<file path="src/core/crxf_pkg.sv">
// package for the receive buffer full flag block
package crxf_pkg;
	localparam int unsigned NUM_BUFFERS = 32;
	localparam int unsigned REG_WIDTH = 16;
	localparam int unsigned ADDR_WIDTH = 4;
	localparam int unsigned BUF_IDX_WIDTH = 5;
	// register offsets
	localparam logic [3:0] OFS_RX_BUFFER_FULL_LOW = 4'h0;
	localparam logic [3:0] OFS_RX_BUFFER_FULL_HIGH = 4'h1;
	localparam logic [3:0] OFS_IRQ_STATUS = 4'h2;
	localparam logic [3:0] OFS_IRQ_MASK = 4'h3;
	// reset values
	localparam logic [15:0] RST_FLAGS = 16'h0000;
	localparam logic [1:0] RST_IRQ = 2'h0;
	localparam logic [15:0] RST_RDATA = 16'h0000;
	localparam logic RST_IRQ_LINE = 1'h0;
	// interrupt status bit positions
	localparam int unsigned IRQ_BIT_STORED = 0;
	localparam int unsigned IRQ_BIT_OVERRUN = 1;
	localparam int unsigned IRQ_WIDTH = 2;
endpackage

</file>
<file path="src/core/crxf_rx_buffer_full_flags.sv">
// top: receive buffer full flags with register port and interrupt
//
// Decided for this implementation: the strobed register port and the register addresses.
`timescale 1ns/10ps
`default_nettype none
module crxf_rx_buffer_full_flags
(
	// clock and reset
	input wire logic i_clk,
	input wire logic i_rst_b,
	// receive path store event
	input wire logic i_store_valid,
	input wire logic [4:0] i_store_index,
	// register port
	input wire logic [3:0] i_addr,
	input wire logic [15:0] i_wdata,
	input wire logic i_wr,
	input wire logic i_rd,
	output logic [15:0] o_rdata,
	// flags and interrupt
	output logic [31:0] o_rx_buffer_full_flag,
	output logic o_irq
);
	// store path: same clock as the receive logic, so no synchroniser
	logic [31:0] set_vec;
	logic [15:0] set_low;
	logic [15:0] set_high;
	// flag banks as held inside the block
	logic [15:0] flags_low;
	logic [15:0] flags_high;
	// decoded write strobes
	logic wr_low;
	logic wr_high;
	logic wr_status;
	logic wr_mask;
	// interrupt status, mask and line
	logic stored_q;
	logic overrun_q;
	logic overrun_low;
	logic overrun_high;
	logic [1:0] irq_event;
	logic [1:0] irq_status;
	logic [1:0] irq_mask_q;
	logic irq_q;
	// read path and flag output copies
	logic [15:0] rd_mux;
	logic [15:0] rdata_q;
	logic [15:0] flags_low_q;
	logic [15:0] flags_high_q;

	// one-hot decode of the stored buffer index
	function automatic logic [31:0] decode_index(input logic [4:0] idx);
		logic [31:0] v;
		v = 32'h00000000;
		v[idx] = 1'h1;
		return v;
	endfunction

	// write strobe qualified by one register offset
	function automatic logic reg_hit(input logic strobe, input logic [3:0] addr, input logic [3:0] ofs);
		return strobe && (addr == ofs);
	endfunction

	// write-one-to-clear status bit; the event wins so no store goes unreported
	function automatic logic w1c_next(input logic cur, input logic wr, input logic clr, input logic evt);
		logic nxt;
		nxt = cur;
		if (wr && clr)
		begin
			nxt = 1'h0;
		end
		return nxt || evt;
	endfunction

	// set request vector, split per bank
	assign set_vec = i_store_valid ? decode_index(i_store_index) : 32'h00000000;
	assign set_low = set_vec[15:0];
	assign set_high = set_vec[31:16];

	// write strobes; unmapped offsets select nothing
	assign wr_low = reg_hit(i_wr, i_addr, crxf_pkg::OFS_RX_BUFFER_FULL_LOW);
	assign wr_high = reg_hit(i_wr, i_addr, crxf_pkg::OFS_RX_BUFFER_FULL_HIGH);
	assign wr_status = reg_hit(i_wr, i_addr, crxf_pkg::OFS_IRQ_STATUS);
	assign wr_mask = reg_hit(i_wr, i_addr, crxf_pkg::OFS_IRQ_MASK);

	// low bank: buffers 0..15
	crxf_flag_bank u_bank_low
	(
		.i_clk(i_clk),
		.i_rst_b(i_rst_b),
		.i_set(set_low),
		.i_clr_wr(wr_low),
		.i_clr_data(i_wdata),
		.o_flags(flags_low)
	);

	// high bank: buffers 16..31
	crxf_flag_bank u_bank_high
	(
		.i_clk(i_clk),
		.i_rst_b(i_rst_b),
		.i_set(set_high),
		.i_clr_wr(wr_high),
		.i_clr_data(i_wdata),
		.o_flags(flags_high)
	);

	// overrun: a store lands in a buffer whose flag is still up
	assign overrun_low = |(set_low & flags_low);
	assign overrun_high = |(set_high & flags_high);

	// status events: any store, and a store into a full buffer
	assign irq_event[crxf_pkg::IRQ_BIT_STORED] = i_store_valid;
	assign irq_event[crxf_pkg::IRQ_BIT_OVERRUN] = overrun_low || overrun_high;

	// store status bit, sticky until software writes a one
	always_ff @(posedge i_clk or negedge i_rst_b)
	begin
		if (!i_rst_b)
		begin
			stored_q <= crxf_pkg::RST_IRQ[crxf_pkg::IRQ_BIT_STORED];
		end
		else
		begin
			stored_q <= w1c_next(stored_q, wr_status, i_wdata[crxf_pkg::IRQ_BIT_STORED],
				irq_event[crxf_pkg::IRQ_BIT_STORED]);
		end
	end

	// overrun status bit, cleared the same way as the store bit
	always_ff @(posedge i_clk or negedge i_rst_b)
	begin
		if (!i_rst_b)
		begin
			overrun_q <= crxf_pkg::RST_IRQ[crxf_pkg::IRQ_BIT_OVERRUN];
		end
		else
		begin
			overrun_q <= w1c_next(overrun_q, wr_status, i_wdata[crxf_pkg::IRQ_BIT_OVERRUN],
				irq_event[crxf_pkg::IRQ_BIT_OVERRUN]);
		end
	end

	// status word as software sees it
	assign irq_status[crxf_pkg::IRQ_BIT_STORED] = stored_q;
	assign irq_status[crxf_pkg::IRQ_BIT_OVERRUN] = overrun_q;

	// interrupt mask, plain read/write
	always_ff @(posedge i_clk or negedge i_rst_b)
	begin
		if (!i_rst_b)
		begin
			irq_mask_q <= crxf_pkg::RST_IRQ;
		end
		else if (wr_mask)
		begin
			irq_mask_q <= i_wdata[1:0];
		end
	end

	// level interrupt, registered so it lags status by one cycle
	always_ff @(posedge i_clk or negedge i_rst_b)
	begin
		if (!i_rst_b)
		begin
			irq_q <= crxf_pkg::RST_IRQ_LINE;
		end
		else
		begin
			irq_q <= |(irq_status & irq_mask_q);
		end
	end

	// read mux; unmapped offsets read zero
	always_comb
	begin
		rd_mux = 16'h0000;
		unique case (i_addr)
			crxf_pkg::OFS_RX_BUFFER_FULL_LOW: rd_mux = flags_low;
			crxf_pkg::OFS_RX_BUFFER_FULL_HIGH: rd_mux = flags_high;
			crxf_pkg::OFS_IRQ_STATUS: rd_mux = {14'h0000, irq_status};
			crxf_pkg::OFS_IRQ_MASK: rd_mux = {14'h0000, irq_mask_q};
			default: rd_mux = 16'h0000;
		endcase
	end

	// read data valid only in the cycle after the strobe, zero otherwise
	always_ff @(posedge i_clk or negedge i_rst_b)
	begin
		if (!i_rst_b)
		begin
			rdata_q <= crxf_pkg::RST_RDATA;
		end
		else if (i_rd)
		begin
			rdata_q <= rd_mux;
		end
		else
		begin
			rdata_q <= crxf_pkg::RST_RDATA;
		end
	end

	// low flag copy; costs a cycle of lag but keeps the output glitch free
	always_ff @(posedge i_clk or negedge i_rst_b)
	begin
		if (!i_rst_b)
		begin
			flags_low_q <= crxf_pkg::RST_FLAGS;
		end
		else
		begin
			flags_low_q <= flags_low;
		end
	end

	// high flag copy, same lag as the low one
	always_ff @(posedge i_clk or negedge i_rst_b)
	begin
		if (!i_rst_b)
		begin
			flags_high_q <= crxf_pkg::RST_FLAGS;
		end
		else
		begin
			flags_high_q <= flags_high;
		end
	end

	// outputs straight from flops
	assign o_rdata = rdata_q;
	assign o_rx_buffer_full_flag = {flags_high_q, flags_low_q};
	assign o_irq = irq_q;
endmodule
`default_nettype wire

</file>
<file path="src/core/crxf_flag_bank.sv">
// one 16-bit bank of sticky full flags
`timescale 1ns/10ps
`default_nettype none
module crxf_flag_bank
(
	// clock and reset
	input wire logic i_clk,
	input wire logic i_rst_b,
	// set and clear requests
	input wire logic [15:0] i_set,
	input wire logic i_clr_wr,
	input wire logic [15:0] i_clr_data,
	// flag state
	output logic [15:0] o_flags
);
	logic [15:0] flags_q;
	logic [15:0] flags_d;

	// write of 0 clears, 1 keeps; set beats clear
	always_comb
	begin
		flags_d = flags_q;
		if (i_clr_wr)
		begin
			flags_d = flags_q & i_clr_data;
		end
		flags_d = flags_d | i_set;
	end

	// no self clear: only software or reset lowers a flag
	always_ff @(posedge i_clk or negedge i_rst_b)
	begin
		if (!i_rst_b)
		begin
			flags_q <= crxf_pkg::RST_FLAGS;
		end
		else
		begin
			flags_q <= flags_d;
		end
	end

	assign o_flags = flags_q;
endmodule
`default_nettype wire

</file>
<file path="config.mk">
export PLATFORM = sky130hd
export DESIGN_NAME = crxf_rx_buffer_full_flags
export DESIGN_NICKNAME = d
export VERILOG_FILES = /design/src/core/crxf_pkg.sv /design/src/core/crxf_rx_buffer_full_flags.sv /design/src/core/crxf_flag_bank.sv
export SDC_FILE = /design/constraint.sdc
export NUM_CORES = 1
export LEC_CHECK = 0
export BUFFER_PORTS_ARGS = -buffer_cell sky130_fd_sc_hd__buf_2
export CAP_MARGIN = 20
export CORE_ASPECT_RATIO = 0.7
export CORE_MARGIN = 5
export CORE_UTILIZATION = 55
export DETAILED_ROUTE_END_ITERATION = 10
export PLACE_DENSITY = 0.9
export SETUP_SLACK_MARGIN = 0.2
export SLEW_MARGIN = 20
export SYNTH_ARGS = -nofsm -noshare
export SYNTH_HDL_FRONTEND = slang
export SYNTH_HIERARCHICAL = 1
export SYNTH_SLANG_ARGS = --single-unit
</file>
<file path="constraint.sdc">
create_clock -name i_clk -period 4.2 [get_ports i_clk]
set_clock_uncertainty 0.2 [all_clocks]
set_input_delay 0.84 -clock i_clk [delete_from_list [all_inputs] [get_ports i_clk]]
set_output_delay 0.84 -clock i_clk [all_outputs]
set_load 0.005 [all_outputs]
</file>
==> impl_metrics.json <==
{
  "status": "finished clean",
  "rows": 24,
  "synthCells": 302,
  "hold_class": "flop to flop",
  "h-tree-depth": 3,
  "placed_cells": 447,
  "finalSetupTns_ns": 0,
  "area_growth_pct": 18.53,
  "rsz0062_at_grt": "false",
  "initial_utilization_pct": 56.70,
  "first_pass_iters": 4,
  "critPathLaunch": "i_store_index[3]",
  "io_pins": 79,
  "ys.flop_type": "dfrtp_1",
  "grt_usage_pct": 22.60,
  "cp.arrival_ns": 2.59,
  "worstSkewPairLatency_ns": 0.35,
  "final_nets": 410,
  "max_freq_mhz": 389.6,
  "syn_area_per_cell_sq_um": 11.67,
  "cp.required_ns": 4.22,
  "synth-edff-count": 0,
  "critPathKind": "input pin to flop",
  "total_leakage_power_nw": 2.080,
  "grt_pass1_vias": 2756,
  "diodes": 0,
  "path_clk_slew_ns": 0.08,
  "post_drt_wl_per_cell_microns": 18.37,
  "clockBufferDepth": 2,
  "yosysWarnings": 6,
  "fp.dieH_microns": 76.98,
  "route.detailed.drc": 0,
  "startpoint_type": "input pin",
  "dp_hpwl_mm": 5.822,
  "yosys_register_bits": 85,
  "cts_setup_buffers": 0,
  "drive_above_1_share_pct": 28.31,
  "grt_max_degree": 86,
  "yosysSeqAreaShare_pct": 60.35,
  "hp-start": "u_bank_high/o_flags[15]",
  "clock-sinks": 85,
  "cts_tree": "built",
  "final_cells": 463,
  "mostFrequentLayoutCells": "85 x dfrtp_1, 77 x buf_2, 48 x nor2_1",
  "synth.distinct_cells": 43,
  "final_core_util_pct": 67.21,
  "grt_antenna_before_repair": 0,
  "die_w_microns": 105.7,
  "route.vias.total": 2687,
  "wl_mm": 8.504,
  "setup_viol": 0,
  "syn_area_sq_um": 3525,
  "synth_nets": 332,
  "slew_violations": 0,
  "die_area_sq_um": 8135,
  "end_kind": "flop",
  "numCtsBuffers": 9,
  "crit_fanout": 19,
  "final_common_cell": "dfrtp_1",
  "worst_pin_slew_ns": 0.7666,
  "core_area_sq_um": 6216,
  "place_congestion": 0.8660,
  "drt_iter0_drc": 148,
  "maxCapViolCount": 0,
  "period_minus_slack_ns": 2.567,
  "grt_pass1_wl_mm": 14.22,
  "async_flop_share_pct": 100.0,
  "power_density_nw_per_um2": 479.8,
  "ant_nets": 0,
  "ctsHoldBuffers": 0,
  "cts_resized": 0,
  "final-hold-violation-count": 0,
  "timing.rr.start": "u_bank_low/o_flags[4]",
  "post-route-period-util_pct": 61.11,
  "grt-ovfl-total": 0,
  "cts_root_buffer": "clkbuf_8",
  "port_buffers": 78,
  "viasPerCell": 5.803,
  "irDropWorstVdd_mv": 0.2913,
  "slew_headroom_pct": 48.89
}
-- area by class of cell --
class,count,area (sq um)
Sequential cell,85,2127
Fill cell,491,2038
Multi-Input combinational cell,198,1294
Timing Repair Buffer,80,411.6
Clock buffer,11,141.4
Tap cell,78,97.59
Clock inverter,5,83.83
Inverter,6,22.52
-- metrics by stage --
stage | total power, mW | worst slack [ns] | hold slack (ns) | area (sq um)
final | 2.005 | 1.633 | 0.2382 | 4178
after CTS | 2.022 | 1.649 | 0.2355 | 4174
after global placement | 1.367 | 1.327 | 0.2138 | 3949
after floorplan | 1.214 | 1.572 | 0.1879 | 3525
after global routing | 2.110 | 1.517 | 0.2548 | 4178
after detailed placement | 1.385 | 1.276 | 0.2194 | 3949
-- flip-flops by register name (all words and copies together), names as in the netlist, 2 cells and up --
name	cells
u_bank_low/o_flags	16
u_bank_high/o_flags	16
flags_high_q	16
flags_low_q	16
o_rdata	16
irq_mask_q	2
-- synth_stat cells (2+ instances only) --
cell | number | area, sq um
nand3b_1 | 3 | 22.52
mux2i_1 | 4 | 40.04
and2_1 | 2 | 12.51
nand3b_2 | 2 | 22.52
inv_1 | 6 | 22.52
a21oi_1 | 4 | 20.02
nand2b_1 | 34 | 212.7
clkbuf_1 | 4 | 15.01
nand2_1 | 8 | 30.03
o2bb2ai_1 | 4 | 35.03
nor2_1 | 48 | 180.2
nand3_1 | 4 | 20.02
a22o_1 | 2 | 17.52
a22oi_1 | 19 | 142.6
buf_2 | 5 | 25.02
mux2_2 | 3 | 33.78
dfrtp_1 | 85 | 2127
buf_6 | 3 | 33.78
nand4_1 | 3 | 18.77
mux2_4 | 2 | 30.03
a21o_1 | 33 | 247.7
nor2b_1 | 3 | 18.77
-- per-layer routing --
metal  share of wire (%)  global-route usage [%]
met1                  44                   31.85
met3                 9.3                   6.628
met5                   0                       0
met2                  45                   34.22
met4                 1.6                   6.598
-- worst max-delay path: stages --
cell and delay [ns]:
buf_2 0.36, mux2_4 0.34, o2bb2ai_1 0.12, a222oi_1 0.28, nand4_1 0.13, or4_1 0.52
-- where the power goes --
part | switching [mW] | leakage [nW] | internal (mW)
registers | 0.112 | 1.06 | 0.970
logic | 0.134 | 0.913 | 0.153
clock network | 0.283 | 0.106 | 0.352
-- path summary, 6_finish.rpt --
check,to,cells past startpoint,slack (ns)
max,overrun_q,6,1.63
min in group asynchronous,flags_low_q[9],1,0.32
max reg2reg,overrun_q,5,2.14
min,flags_high_q[15],0,0.24
max in group asynchronous,o_rdata[15],1,2.97
min reg2reg,flags_high_q[15],0,0.24
-- cells by family after synthesis --
kind of cell	count (synthesis)	share of synthesized area, %
AO/OA/AOI/OAI	69	14.80
buffers and inverters	19	2.946
flip-flops	85	60.35
multiplexers	10	3.585
AND/OR/NAND/NOR	119	18.32
Note: power is estimated with default switching activity, not from simulation.
